`src/verilog/dma_pkg.sv`:
```
// Constants shared by the two-channel DMA engine and its helpers.
// Assumes a single 40 MHz clock and byte offsets inside the peripheral block.
package dma_pkg;
    localparam int unsigned CLK_MHZ = 40;
    localparam int unsigned ADDR_W = 20;
    localparam int unsigned DATA_W = 16;
    localparam int unsigned REG_AW = 8;
    localparam int unsigned NUM_CH = 2;
    // Least clocks per transfer, read and write together
    localparam logic [3:0] MIN_XFER_CLKS = 4'h8;
    localparam logic [3:0] CYC_MAX = 4'hf;

    // Channel register groups in the peripheral register block
    localparam logic [3:0] CH0_BASE = 4'hc;
    localparam logic [3:0] CH1_BASE = 4'hd;
    localparam logic [3:0] OFF_SRC_LO = 4'h0;
    localparam logic [3:0] OFF_SRC_HI = 4'h2;
    localparam logic [3:0] OFF_DST_LO = 4'h4;
    localparam logic [3:0] OFF_DST_HI = 4'h6;
    localparam logic [3:0] OFF_COUNT = 4'h8;
    localparam logic [3:0] OFF_CTRL = 4'ha;
    localparam logic [7:0] CHANNEL0_CONTROL_WORD = 8'hca;
    localparam logic [7:0] CHANNEL1_CONTROL_WORD = 8'hda;
    localparam logic [15:0] CTRL_RESET = 16'h0000;
    localparam logic [15:0] COUNT_RESET = 16'h0000;
    localparam logic [19:0] ADDR_RESET = 20'h00000;

    // Control word fields
    localparam int unsigned CB_DST_MEM = 15;
    localparam int unsigned CB_DST_STEP_HI = 14;
    localparam int unsigned CB_DST_STEP_LO = 13;
    localparam int unsigned CB_SRC_MEM = 12;
    localparam int unsigned CB_SRC_STEP_HI = 11;
    localparam int unsigned CB_SRC_STEP_LO = 10;
    localparam int unsigned CB_TC_STOP = 9;
    localparam int unsigned CB_LAST_IRQ = 8;
    localparam int unsigned CB_SYNC_HI = 7;
    localparam int unsigned CB_SYNC_LO = 6;
    localparam int unsigned CB_PRIO = 5;
    localparam int unsigned CB_TMR_EN = 4;
    localparam int unsigned CB_START = 1;
    localparam int unsigned CB_WORD = 0;

    localparam logic [1:0] STEP_INC = 2'h1;
    localparam logic [1:0] STEP_DEC = 2'h2;
    localparam logic [1:0] SYNC_NONE = 2'h0;
    localparam logic [19:0] ADDR_BYTE_STEP = 20'h00001;
    localparam logic [19:0] ADDR_WORD_STEP = 20'h00002;
    localparam logic [15:0] COUNT_ONE = 16'h0001;

    typedef enum logic [1:0] {ST_IDLE, ST_READ, ST_WRITE} phase_t;
endpackage

```
`src/verilog/dma_engine.sv`:
```
// Two-channel DMA engine: channel registers, request logic and bus sequencer.
// Assumes a bus slave that answers each cycle with a one-clock busDone.
// How it works
// - Memory and I/O in any direction
// - Wide bus: bytes or words, no byte-memory words
// - Narrow bus: bytes only
// - Read then write, eight clocks least
// - Request pin, Timer 2 or software
// - Programmable priority picks the next transfer, never preempts
// - Two addresses, count, control per channel
// - Up to 64K transfers, then stop if bit 9 is set
// - Registers writable anytime, effective immediately
// - Bit 15: destination memory or I/O
// - Bits 14-13: destination step mode
// - Bit 12: source memory or I/O
// - Bits 11-10: source step mode
// - Bit 9: stop at terminal count
// - Bit 8: interrupt on last transfer
// - Bits 7-6: request synchronization mode
// - Bit 5: priority over other channel
// - Bit 4: accept Timer 2 requests
// - Bit 0: byte or word transfers
// - DMA beats CPU except odd-word, locked
// - Maskable ignored, NMI halts DMA
// - Serial port usable as either end
module dma_engine
    import dma_pkg::*;
(
    // Clock and reset
    input wire logic ref_clk,
    input wire logic rstn,
    // Peripheral register block port
    input wire logic [dma_pkg::REG_AW-1:0] regAddr,
    input wire logic regWr,
    input wire logic regRd,
    input wire logic [dma_pkg::DATA_W-1:0] regWdata,
    output logic [dma_pkg::DATA_W-1:0] regRdata,
    // Request sources
    input wire logic [dma_pkg::NUM_CH-1:0] channelRequestInputs,
    input wire logic timer2Evt,
    input wire logic nmiReq,
    // CPU bus conditions and straps
    input wire logic cpuOddWord,
    input wire logic cpuLocked,
    input wire logic narrowBus,
    input wire logic memByteOnly,
    // System bus master
    output logic dmaHold,
    output logic busCycle,
    output logic busWrite,
    output logic busIo,
    output logic busWord,
    output logic [dma_pkg::ADDR_W-1:0] busAddr,
    output logic [dma_pkg::DATA_W-1:0] busWdata,
    input wire logic busDone,
    input wire logic [dma_pkg::DATA_W-1:0] busRdata,
    // Last-transfer interrupt requests
    output logic [dma_pkg::NUM_CH-1:0] dmaIrq
);
    typedef struct packed {
        phase_t phase;
        logic [NUM_CH-1:0][ADDR_W-1:0] src;
        logic [NUM_CH-1:0][ADDR_W-1:0] dst;
        logic [NUM_CH-1:0][DATA_W-1:0] count;
        logic [NUM_CH-1:0][DATA_W-1:0] ctrl;
        logic [NUM_CH-1:0] tmrPend;
        logic ch;
        logic word;
        logic [3:0] cyc;
        logic [DATA_W-1:0] rdata;
        logic hold;
        logic cycle;
        logic write;
        logic io;
        logic [ADDR_W-1:0] addr;
        logic [DATA_W-1:0] wdata;
        logic [NUM_CH-1:0] irq;
    } dma_state_t;

    dma_state_t st, next_st;

    logic [NUM_CH-1:0] reqPend;
    logic [NUM_CH-1:0] prio;
    logic pick;
    logic anyReq;
    logic bufInValid;
    logic bufInReady;
    logic bufOutValid;
    logic bufOutReady;
    logic [DATA_W-1:0] bufOutData;
    logic regHit;
    logic regCh;
    logic [3:0] regOff;
    logic cpuBlock;
    logic xferWord;
    logic finish;

    function automatic logic [ADDR_W-1:0] stepAddr(input logic [ADDR_W-1:0] a,
                                                   input logic [1:0] m,
                                                   input logic w);
        logic [ADDR_W-1:0] d;
        d = w ? ADDR_WORD_STEP : ADDR_BYTE_STEP;
        if (m == STEP_INC)
        begin
            return a + d;
        end
        else if (m == STEP_DEC)
        begin
            return a - d;
        end
        return a;
    endfunction

    generate
        for (genvar i = 0; i < NUM_CH; i++)
        begin : g_req
            assign reqPend[i] = st.ctrl[i][CB_START] &&
                ((st.ctrl[i][CB_SYNC_HI:CB_SYNC_LO] == SYNC_NONE) ||
                 channelRequestInputs[i] || st.tmrPend[i]);
            assign prio[i] = st.ctrl[i][CB_PRIO];
        end
    endgenerate

    dma_arbiter u_arb (
        .pend(reqPend),
        .prio(prio),
        .pick(pick),
        .any(anyReq)
    );

    dma_buffer u_buf (
        .ref_clk(ref_clk),
        .rstn(rstn),
        .inValid(bufInValid),
        .inReady(bufInReady),
        .inData(busRdata),
        .outValid(bufOutValid),
        .outReady(bufOutReady),
        .outData(bufOutData)
    );

    assign regCh = (regAddr[7:4] == CH1_BASE);
    assign regOff = regAddr[3:0];
    assign regHit = ((regAddr[7:4] == CH0_BASE) || (regAddr[7:4] == CH1_BASE)) &&
                    !regOff[0] && (regOff <= OFF_CTRL);
    // Odd-word and locked CPU cycles keep the bus
    assign cpuBlock = cpuOddWord || cpuLocked;
    // Word only where bus and memory allow
    assign xferWord = st.ctrl[pick][CB_WORD] && !narrowBus &&
        !(memByteOnly && st.ctrl[pick][CB_DST_MEM]) &&
        !(memByteOnly && st.ctrl[pick][CB_SRC_MEM]);
    // Write done and eight clocks spent
    assign finish = (st.phase == ST_WRITE) && st.write && !st.cycle &&
                    (st.cyc >= MIN_XFER_CLKS - 4'h1);

    always_comb
    begin
        next_st = st;
        next_st.irq = '0;
        bufInValid = 1'b0;
        bufOutReady = 1'b0;
        if (st.cyc != CYC_MAX && st.phase != ST_IDLE)
        begin
            next_st.cyc = st.cyc + 4'h1;
        end
        unique case (st.phase)
            ST_IDLE:
            begin
                // NMI stops new transfers; maskable requests never do
                if (anyReq && !nmiReq && !cpuBlock && bufInReady)
                begin
                    next_st.ch = pick;
                    next_st.word = xferWord;
                    next_st.hold = 1'b1;
                    next_st.cycle = 1'b1;
                    next_st.write = 1'b0;
                    next_st.addr = st.src[pick];
                    next_st.io = !st.ctrl[pick][CB_SRC_MEM];
                    next_st.cyc = '0;
                    next_st.phase = ST_READ;
                    next_st.tmrPend[pick] = 1'b0;
                end
            end
            ST_READ:
            begin
                if (busDone)
                begin
                    next_st.cycle = 1'b0;
                    bufInValid = 1'b1;
                    next_st.phase = ST_WRITE;
                end
            end
            ST_WRITE:
            begin
                // NMI frees the bus between cycles
                next_st.hold = !nmiReq;
                if (!st.cycle && !st.write && bufOutValid && !nmiReq)
                begin
                    next_st.cycle = 1'b1;
                    next_st.write = 1'b1;
                    next_st.addr = st.dst[st.ch];
                    next_st.io = !st.ctrl[st.ch][CB_DST_MEM];
                    next_st.wdata = bufOutData;
                end
                if (st.cycle && busDone)
                begin
                    next_st.cycle = 1'b0;
                    bufOutReady = 1'b1;
                end
                if (finish)
                begin
                    next_st.src[st.ch] = stepAddr(st.src[st.ch],
                        st.ctrl[st.ch][CB_SRC_STEP_HI:CB_SRC_STEP_LO], st.word);
                    next_st.dst[st.ch] = stepAddr(st.dst[st.ch],
                        st.ctrl[st.ch][CB_DST_STEP_HI:CB_DST_STEP_LO], st.word);
                    // Sixteen-bit count, wraps when not stopping
                    next_st.count[st.ch] = st.count[st.ch] - COUNT_ONE;
                    if (st.count[st.ch] == COUNT_ONE)
                    begin
                        if (st.ctrl[st.ch][CB_TC_STOP])
                        begin
                            next_st.ctrl[st.ch][CB_START] = 1'b0;
                        end
                        next_st.irq[st.ch] = st.ctrl[st.ch][CB_LAST_IRQ];
                    end
                    next_st.write = 1'b0;
                    next_st.hold = 1'b0;
                    next_st.phase = ST_IDLE;
                end
            end
            default:
            begin
                next_st.phase = ST_IDLE;
            end
        endcase
        // Timer 2 latched when enabled; set beats consume
        for (int i = 0; i < NUM_CH; i++)
        begin
            if (timer2Evt && st.ctrl[i][CB_TMR_EN])
            begin
                next_st.tmrPend[i] = 1'b1;
            end
        end
        // Software write wins over engine update
        if (regWr && regHit)
        begin
            unique case (regOff)
                OFF_SRC_LO: next_st.src[regCh][15:0] = regWdata;
                OFF_SRC_HI: next_st.src[regCh][19:16] = regWdata[3:0];
                OFF_DST_LO: next_st.dst[regCh][15:0] = regWdata;
                OFF_DST_HI: next_st.dst[regCh][19:16] = regWdata[3:0];
                OFF_COUNT: next_st.count[regCh] = regWdata;
                default: next_st.ctrl[regCh] = regWdata;
            endcase
        end
        if (regRd)
        begin
            next_st.rdata = '0;
            if (regHit)
            begin
                unique case (regOff)
                    OFF_SRC_LO: next_st.rdata = st.src[regCh][15:0];
                    OFF_SRC_HI: next_st.rdata = {12'h000, st.src[regCh][19:16]};
                    OFF_DST_LO: next_st.rdata = st.dst[regCh][15:0];
                    OFF_DST_HI: next_st.rdata = {12'h000, st.dst[regCh][19:16]};
                    OFF_COUNT: next_st.rdata = st.count[regCh];
                    default: next_st.rdata = st.ctrl[regCh];
                endcase
            end
        end
    end

    always_ff @(posedge ref_clk or negedge rstn)
    begin
        if (!rstn)
        begin
            st <= '0;
            st.phase <= ST_IDLE;
            st.src <= {NUM_CH{ADDR_RESET}};
            st.dst <= {NUM_CH{ADDR_RESET}};
            st.count <= {NUM_CH{COUNT_RESET}};
            st.ctrl <= {NUM_CH{CTRL_RESET}};
        end
        else
        begin
            st <= next_st;
        end
    end

    // Serial port is just an I/O address at either end
    assign regRdata = st.rdata;
    assign dmaHold = st.hold;
    assign busCycle = st.cycle;
    assign busWrite = st.write;
    assign busIo = st.io;
    assign busWord = st.word;
    assign busAddr = st.addr;
    assign busWdata = st.wdata;
    assign dmaIrq = st.irq;
endmodule

```
`src/verilog/dma_arbiter.sv`:
```
// Picks the channel to serve next from the pending requests.
// Assumes it is consulted only between transfers.
module dma_arbiter
    import dma_pkg::*;
(
    // Requests and programmed priorities
    input wire logic [dma_pkg::NUM_CH-1:0] pend,
    input wire logic [dma_pkg::NUM_CH-1:0] prio,
    // Decision
    output logic pick,
    output logic any
);
    always_comb
    begin
        any = |pend;
        pick = 1'b0;
        if (pend[1] && (!pend[0] || (prio[1] && !prio[0])))
        begin
            pick = 1'b1;
        end
    end
endmodule

```
`src/verilog/dma_buffer.sv`:
```
// Two-entry buffer between the read and write halves of a transfer.
// Assumes the producer honours inReady and the consumer outValid.
module dma_buffer
    import dma_pkg::*;
(
    // Clock and reset
    input wire logic ref_clk,
    input wire logic rstn,
    // Filling side
    input wire logic inValid,
    output logic inReady,
    input wire logic [dma_pkg::DATA_W-1:0] inData,
    // Draining side
    output logic outValid,
    input wire logic outReady,
    output logic [dma_pkg::DATA_W-1:0] outData
);
    typedef struct packed {
        logic [1:0][DATA_W-1:0] mem;
        logic wr;
        logic rd;
        logic [1:0] cnt;
    } buf_state_t;

    buf_state_t st, next_st;

    assign inReady = (st.cnt != 2'h2);
    assign outValid = (st.cnt != 2'h0);
    assign outData = st.mem[st.rd];

    always_comb
    begin
        next_st = st;
        if (inValid && inReady)
        begin
            next_st.mem[st.wr] = inData;
            next_st.wr = ~st.wr;
        end
        if (outValid && outReady)
        begin
            next_st.rd = ~st.rd;
        end
        next_st.cnt = st.cnt + {1'b0, inValid && inReady} - {1'b0, outValid && outReady};
    end

    always_ff @(posedge ref_clk or negedge rstn)
    begin
        if (!rstn)
        begin
            st <= '0;
        end
        else
        begin
            st <= next_st;
        end
    end
endmodule

```
`config.mk`:
```
export PLATFORM = sky130hd
export DESIGN_NAME = dma_engine
export DESIGN_NICKNAME = d
export VERILOG_FILES = /design/src/verilog/dma_pkg.sv /design/src/verilog/dma_engine.sv /design/src/verilog/dma_arbiter.sv /design/src/verilog/dma_buffer.sv
export SDC_FILE = /design/constraint.sdc
export NUM_CORES = 1
export LEC_CHECK = 0
export ABC_AREA = 1
export BUFFER_PORTS_ARGS = -buffer_cell sky130_fd_sc_hd__buf_2
export CAP_MARGIN = 25
export CORE_UTILIZATION = 60
export DETAILED_ROUTE_END_ITERATION = 6
export HOLD_SLACK_MARGIN = 0.08
export PLACE_DENSITY_LB_ADDON = 0.1
export SYNTH_ARGS = -nofsm -noshare
export SYNTH_HDL_FRONTEND = slang
export SYNTH_SLANG_ARGS = --single-unit
```
`constraint.sdc`:
```
create_clock -name ref_clk -period 5.16 [get_ports ref_clk]
set_clock_uncertainty 0.05 [all_clocks]
set_input_delay 0.516 -clock ref_clk [delete_from_list [all_inputs] [get_ports ref_clk]]
set_output_delay 0.516 -clock ref_clk [all_outputs]
set_load 0.02 [all_outputs]
```
; ---- Word level (Yosys, flattened, before mapping)
; Index checks and enable logic that the tools add are counted.
[totals]
wordCells = 252
out_inout_bits = 59
regBits = 248
inputBits = 53
latchBits = 0
mem_bits_rw = 0
n_memories = 0
mem_bits_ro = 0
[classes]
n_bitwise = 7
n_addsub = 8
div_mod_pow = 0
muxes = 105
multipliers = 0
n_lt_le_gt_ge = 11
eq_ne = 21
shift = 0
reduce_logical = 73
[ops]
columns = operator, count
row1 = $mux W20, 22
row2 = $mux W144, 2
row3 = $mux W16, 17
row4 = $bwmux W40, 6
row5 = $pmux W40 S2, 2
row6 = $mux W146, 1
row7 = $bwmux W32, 4
row8 = $mux W32, 4
row9 = $pmux W16 S5, 1
row10 = $demux W16 S1, 4
row11 = $demux W20 S1, 3
row12 = $pmux W22 S2, 1
row13 = $mux W39, 1
row14 = $and A32 B32 Y32, 1
row15 = $not A32 Y32, 1
row16 = $logic_and A1 B1 Y1, 31
row17 = $mux W24, 1
row18 = $mux W1, 21
row19 = $add A20 B2 Y20, 1
row20 = $add A20 B20 Y20, 1
row21 = $sub A20 B2 Y20, 1
row22 = $sub A20 B20 Y20, 1
row23 = $eq A16 B1 Y1 const B, 1
row24 = $mux W8, 2
row25 = other kinds (38), 95

; ---- Longest topological paths before layout
; Gate-level depths: netlist (run 1).
[logic_depth]
ltp_word = 17
ltp_mapped = 30
depth_no_buf = 24

; ---- Cells and area by module
; From an unflattened synthesis (run 1), not the netlist that was laid out.
[unflattened]
cells_unflattened = 2393
area_unflattened_um2 = 16628.4
[by_module_without_submodules]
columns = module, seq_area_each_um2, cells_each, area_per_inst_um2, instances
row1 = dma_engine, 5305.1, 2166, 14792.9, 1
row2 = dma_buffer, 900.9, 222, 1813.0, 1
row3 = dma_arbiter, 0.0, 5, 22.5, 1

; ---- Worst setup path before layout (run 1)
; Ideal clock, no wire load.
[synth_timing]
path_type = reg-to-reg
from = reg st[63] in the netlist's numbering
to = reg st[201] in the netlist's numbering
n_path_buf = 7
setup_time_ns = 0.116
required_time_ns = 4.994
arrival_time_ns = 3.700
synth_period_minus_slack_ns = 3.867
setup_slack_ns = 1.293
path_stages_with_launch = 25
cell_sequence = dfrtp_1 buf_6 buf_6 buf_6 buf_2 clkbuf_1 buf_2 o21ai_0 ha_1 inv_1 clkbuf_1 ha_1 a21oi_1 nand2_1 nand2_1 nand2_1 nand3_1 nand2_1 nand2_1 nand2_1 xor2_1 o21ai_0 nand2_1 nand2_1 nand2_1
[synth_rtl]
columns = element, line_no
row1 = start: declaration, dma_engine.sv:80  ; dma_state_t st, next_st;
row2 = start signal: assignment, dma_engine.sv:286  ; st <= next_st;

==> qor.csv, run 1 <==
metric,value,unit
io_buffers,111,
place.gp.congestion,1.03,
min_period_over_period,84.9,%
dr.pass1.iters,7,
r2r-start,st[63],
root_buffer,clkbuf_16,
r2r-end,st[166],
worstSetupPathType,flip-flop to flip-flop,
layout_common_cells,"nand2_1 (642), o21ai_0 (298), inv_1 (259)",
grt_use_total,40.4,%
cts_made_buffers,28,
synth.area.top_cells,"dfrtp_1 (38%), nand2_1 (15%), o21ai_0 (9.2%)",
slowest_delay,0.81,ns
io_pins,112,
cts.sink_count,248,
num_rows,59,
cap_violations,0,
start_util,61.5,%
netlist_instances,2289,
whs_path_depth,3,
min_to,st[65],
timing.reg2reg.setup_slack,0.78,ns
vias,16335,
worst_skew_pair.late_latency,0.58,ns
fin_nets,2389,
fill_cells,2338,
antenna_found_initial,1,
power_switching_share,49.2,%
grt_overflow,0,
avgSynthCellArea,7.06,µm²
synth_top_area_cell,dfrtp_1,
cp.arrival,4.79,ns
yosysUniqueCellTypes,53,
cp_max_fo,55,
cts_max_path_buffers,3,
synth_ff_type,dfrtp_1,
power_density,681,nW/µm²
dp_hpwl,40400,µm
fin_crit,4.38,ns
synth_seq_cells,248,
drive_gt1_share,9.48,%
hold_slack,0.120,ns
intPower,6.08,mW
cts_tree,built,
fp.dieH,166,µm
postLayoutCellArea,17600,µm²
finalWirelength,56100,µm
die_x,166,µm
p_clk_share,18.5,%
power.net_switching,5.89,mW
r2r_cells,16,
finalHoldViolCount,0,
area_growth,8.68,%
p_leak,8.58,nW
place_area,16500,µm²
htree_levels,1,
tightest_slew,0.966,ns
vias_per_cell,6.15,
setup_viol,0,
cp_slowest_cell,dfrtp_4,
drcViolationCount,12,
antenna_left,0,
clk_pin_slew,0.07,ns
crit_path_start_kind,flip-flop,
vdd.ir_drop.worst,0.000354,V
power_frac_comb,54.0,%
seqCellArea,6210,µm²
synth_edf_count,0,
dieArea,27600,µm²
min_from,timer2Evt,
synth_top_area_share,38.4,%
fmax,0.228,GHz
final_common_cell,nand2_1,
worstPathRequired,5.57,ns
setup-tns-final,0,ns
async_flop_share,100,%
status,finished with violations,
yosysSeqAreaShare,38.4,%
hold_class,input pin to flip-flop,
grt_pass1_vias,15037,
drt_iter0_markers,2302,
crit_chain,buf_4 -> nand2_1 -> o21ai_0 -> ha_1 -> inv_1 -> fa_1 -> nor3_1 -> nor2_1 -> o21ai_0 -> nand4_1 -> nand2_1 -> nand2_1 -> nand3_1 -> nand3_1 -> nand3_1 -> nand2_1,
report.final.slew_viol_count,0,
core-area,26300,µm²
violations,design-rule violations,
yosys_warnings,0,
rsz0062_at_grt,no,
wl_per_cell,21.1,µm
crit_top_cell,nand2_1,
grt_max_degree,108,
synth.cell_area,16200,µm²
multi_input_area,8120,µm²
seq_power_share,27.5,%
syn_nets,2380,
end_kind,flip-flop,
final_core_util,66.9,%
grt_pass1_wl,86100,µm
slew-limit-headroom,35.5,%
==> cell usage after synthesis, types with 5 or more instances <==
| cell type | count |
|---|---|
| nand2_1 | 642 |
| o21ai_0 | 298 |
| inv_1 | 259 |
| dfrtp_1 | 248 |
| nor2_1 | 132 |
| nand3_1 | 124 |
| a21oi_1 | 114 |
| clkbuf_1 | 72 |
| buf_4 | 55 |
| ha_1 | 36 |
| o211ai_1 | 35 |
| xor2_1 | 35 |
| o22ai_1 | 25 |
| a31oi_1 | 21 |
| buf_2 | 21 |
| nand4_1 | 14 |
| a221oi_1 | 13 |
| nor3_1 | 11 |
| o21ai_1 | 11 |
| a22oi_1 | 10 |
| or2_2 | 10 |
| nor2_2 | 9 |
| o2111ai_1 | 9 |
| xnor2_1 | 9 |
| nand3b_1 | 7 |
| a21o_1 | 6 |
| buf_6 | 6 |
| a211oi_1 | 5 |
==> stage by stage <==
stage	setup slack [ns]	std cells	power [mW]
detailed placement	1.03	2601	9.53
CTS	0.993	2654	11.8
global route	0.550	2655	12.8
floorplan	1.29	2289	7.85
global placement	1.13	2600	9.43
finish	0.781	2656	12.0
==> logic make-up after synthesis <==
kind of cell	share of synthesized area, %
AND/OR/NAND/NOR	24.6
AO/OA/AOI/OAI	19.8
XOR/XNOR	2.38
buffers and inverters	11.5
multiplexers	0.271
flip-flops	38.4
adder cells (fa/ha/maj)	3.03
==> flip-flops by register name, summed over array words and instances (netlist names), 2 cells and up <==
| register | cells |
|---|---|
| prio | 2 |
| st | 151 |
| busAddr | 20 |
| busWdata | 16 |
| regRdata | 16 |
| dmaIrq | 2 |
| u_buf.st | 36 |
==> worst max-delay path by stage <==
stage / end / slack (ns) / startpoint / cells past startpoint
after floorplan: st[201] / 1.29 / st[63] / 24
after global placement: st[146] / 1.13 / st[63] / 16
after detailed placement: st[166] / 1.03 / st[63] / 16
after CTS: st[181] / 0.99 / st[63] / 19
after global routing: st[185] / 0.55 / st[63] / 21
final: st[166] / 0.78 / st[63] / 16
==> power by group through the flow <==
stage	clock [mW]	combinational, mW	sequential (mW)
after floorplan	0	4.85	3.00
after global placement	0	6.18	3.25
after detailed placement	0	6.26	3.27
after CTS	2.21	6.30	3.24
after global routing	2.29	7.14	3.34
final	2.21	6.46	3.30
==> repair_timing <==
item | in CTS | in global routing
setup buffers | 0 | 0
hold buffers | 1 | 0
gates resized for setup | 0 | 0
endpoints found under the hold margin | 73 | 0
==> metal layers <==
layer  up-vias  global-route usage [%]  part of all wire, %
met2      1079                    58.7                   42
met5         -                       0                    0
li1       7484                       -                    -
met4         0                    20.1                  5.6
met1      7574                    55.9                   40
met3       198                    10.4                   12
==> final cells by class <==
| type | instances | share of cell area, % |
|---|---|---|
| Multi-Input combinational cell | 1619 | 46.2 |
| Clock buffer | 43 | 4.71 |
| Clock inverter | 9 | 1.13 |
| Sequential cell | 248 | 35.3 |
| Inverter | 267 | 5.72 |
| Antenna cell | 1 | 0.0142 |
| Tap cell | 335 | 2.39 |
| Timing Repair Buffer | 134 | 4.51 |
==> critical path: cells and delay by family, from the launching register on <==
family | cells | cell delay (ns)
simple gates | 10 | 1.12
fa+ha+maj | 2 | 0.82
flops | 1 | 0.81
buf+inv | 2 | 0.71
compound gates | 2 | 0.70
No activity file was read; power rests on OpenSTA's default activity.
==> run 2: changes to the inputs <==
--- a/config.mk
+++ b/config.mk
@@ -5,7 +5,7 @@
 export SDC_FILE = /design/constraint.sdc
 export NUM_CORES = 1
 export LEC_CHECK = 0
-export ABC_AREA = 1
+export ABC_AREA = 0
 export BUFFER_PORTS_ARGS = -buffer_cell sky130_fd_sc_hd__buf_2
 export CAP_MARGIN = 25
 export CORE_UTILIZATION = 60
==> constraint.sdc (replaced) <==
create_clock -name ref_clk -period 4.05 [get_ports ref_clk]
set_clock_uncertainty 0.05 [all_clocks]
set_input_delay 0.405 -clock ref_clk [delete_from_list [all_inputs] [get_ports ref_clk]]
set_output_delay 0.405 -clock ref_clk [all_outputs]
set_load 0.02 [all_outputs]
==> qor.csv, run 2 <==
metric,value,unit
worstSetupPathType,flip-flop to flip-flop,
hold_class,input pin to flip-flop,
vias_per_cell,6.49,
root_buffer,clkbuf_16,
synth.area.top_cells,"dfrtp_1 (39%), mux2i_1 (7.4%), mux2_2 (6.3%)",
dp.cells,2132,
crit_chain,mux2_4 -> ha_1 -> inv_1 -> ha_1 -> o21ai_0 -> o21a_1 -> or4_4 -> a21oi_4 -> o311ai_4 -> a311oi_1 -> o31ai_1 -> xnor2_1 -> or3_1 -> a31oi_1,
htree_levels,1,
grt_overflow,0,
seq_power_share,31.8,%
fp.dieH,165,µm
largest_register_ffs,151,
place_area,16700,µm²
postLayoutCellArea,17900,µm²
drive_gt1_share,19.1,%
vias,14285,
worst_skew_pair.late_latency,0.55,ns
clk_pin_slew,0.06,ns
synth_ff_type,dfrtp_1,
yosysMostFrequentCell,nand2_1,
min_period_over_period,96.2,%
report.final.slew_viol_count,0,
layout.cells.non_filler,2200,
synth_top_area_share,39.0,%
grt_pass1_vias,13502,
cap_violations,0,
cts_max_path_buffers,3,
start_util,61.1,%
tightest_slew,1.10,ns
netlist_instances,1789,
die_x,165,µm
dr.pass1.iters,7,
core-area,26100,µm²
synth_top_area_cell,dfrtp_1,
yosysSeqAreaShare,39.0,%
vdd.ir_drop.worst,0.000523,V
io_pins,112,
cts.sink_count,248,
status,"complete, no violations",
antennaDiodeCount,0,
yosys_warnings,0,
synthTopCellsByCount,"nand2_1 (258), dfrtp_1 (248), o21ai_0 (147), mux2i_1 (118), nor2_1 (116)",
worstPathRequired,4.46,ns
antenna_found_initial,1,
area_growth,12.3,%
yosysUniqueCellTypes,80,
crit_top_cell,ha_1,
synth_edf_count,0,
synth_seq_cells,248,
final_common_cell,nand2_1,
synth.cell_area,15900,µm²
p_leak,7.25,nW
crit_path_start_kind,flip-flop,
top_register,st,
layout_common_cells,"nand2_1 (255), dfrtp_1 (247), o21ai_0 (145)",
power.net_switching,5.57,mW
finalHoldViolCount,0,
dp_hpwl,37000,µm
syn_nets,1880,
antenna_left,0,
end_kind,flip-flop,
cts_made_buffers,27,
place.gp.congestion,1.05,
power_density,715,nW/µm²
num_rows,59,
grt_pass1_wl,78000,µm
finalWirelength,51800,µm
io_buffers,111,
cp_max_fo,12,
p_clk_share,20.0,%
slowest_delay,0.57,ns
power_switching_share,43.6,%
cp_slowest_cell,dfrtp_4,
avgSynthCellArea,8.89,µm²
async_flop_share,100,%
drt_iter0_markers,1603,
setup_viol,0,
fin_crit,3.90,ns
cp_num_buf_inv,1,
fmax,0.257,GHz
grt_max_degree,107,
cp_top_family,compound AO/OA/AOI/OAI gates,
slew-limit-headroom,26.4,%
fin_nets,1937,
cts_tree,built,
grt_use_total,38.3,%
dieArea,27200,µm²
intPower,7.20,mW
cp.arrival,4.31,ns
drcViolationCount,0,
power_frac_comb,48.3,%
timing.reg2reg.setup_slack,0.15,ns
wl_per_cell,23.6,µm
-- run 2: stage by stage --
step	hold slack (ns)	TNS [ns]	setup slack [ns]	util [%]	power, mW
2_1_floorplan	0.0594	-10.85	-0.645	-	8.44
3_3_place_gp	0.408	0	0.230	64.2	9.82
3_5_place_dp	0.415	0	0.129	64.2	9.96
4_1_cts	0.106	0	0.101	68.3	12.5
5_1_grt	0.136	-0.0309	-0.0192	68.6	13.5
6_report	0.109	0	0.153	68.6	12.8
-- run 2: worst paths after layout --
kind | from | end | cells after the start
setup / recovery | st[63] | st[209] | 14
hold reg to reg | busWdata[2] | busWdata[2] | 2
hold / removal | busDone | busCycle | 2
setup reg to reg | st[63] | st[209] | 14
min in group asynchronous | rstn | st[142] | 2
max in group asynchronous | rstn | u_buf.st[1] | 3
-- run 2: routing by layer --
metal / part of all wire (%) / up-vias / GRT usage, %
li1: - / 6435 / -
met1: 40 / 6825 / 51.2
met2: 44 / 852 / 57.8
met3: 10 / 173 / 8.26
met4: 6.3 / 0 / 20.9
met5: 0 / - / 0
-- run 2: worst reg2reg max path, cell delays in order (launching register included) --
cell and delay [ns]:
dfrtp_4 0.57, mux2_4 0.36, ha_1 0.21, inv_1 0.11, ha_1 0.26, o21ai_0 0.12
o21a_1 0.25, or4_4 0.55, a21oi_4 0.17, o311ai_4 0.13, a311oi_1 0.24, o31ai_1 0.11
xnor2_1 0.18, or3_1 0.33, a31oi_1 0.18
-- run 2: layout make-up --
cell class	count	area, µm²
flip-flops and latches	248	6210
inverters	54	213
multi-input cells	1329	8940
repair buffers	186	1190
well taps	335	419
clock buffers	34	712
clock inverters	14	176
fillers	2080	8200
-- run 2: what timing repair did --
item                                    4_1_cts  5_1_grt
buffers inserted                              0        1
hold endpoints to repair                    137        0
hold buffers                                 18        0
gates resized for setup                       0        9
endpoints found under the setup margin        0       19
-- run 2: power by group through the flow --
stage	combinational, mW	sequential, mW	clock (mW)
3_3_place_gp	5.81	4.01	0
3_5_place_dp	5.92	4.03	0
5_1_grt	6.71	4.10	2.65
4_1_cts	5.97	4.00	2.56
2_1_floorplan	4.79	3.65	0
6_report	6.17	4.06	2.55
-- run 2: cells by family after synthesis --
kind of cell	share of synthesized area, %
adder cells (fa/ha/maj)	3.08
AND/OR/NAND/NOR	15.1
XOR/XNOR	3.80
AO/OA/AOI/OAI	18.3
multiplexers	14.3
buffers and inverters	6.48
flip-flops	39.0
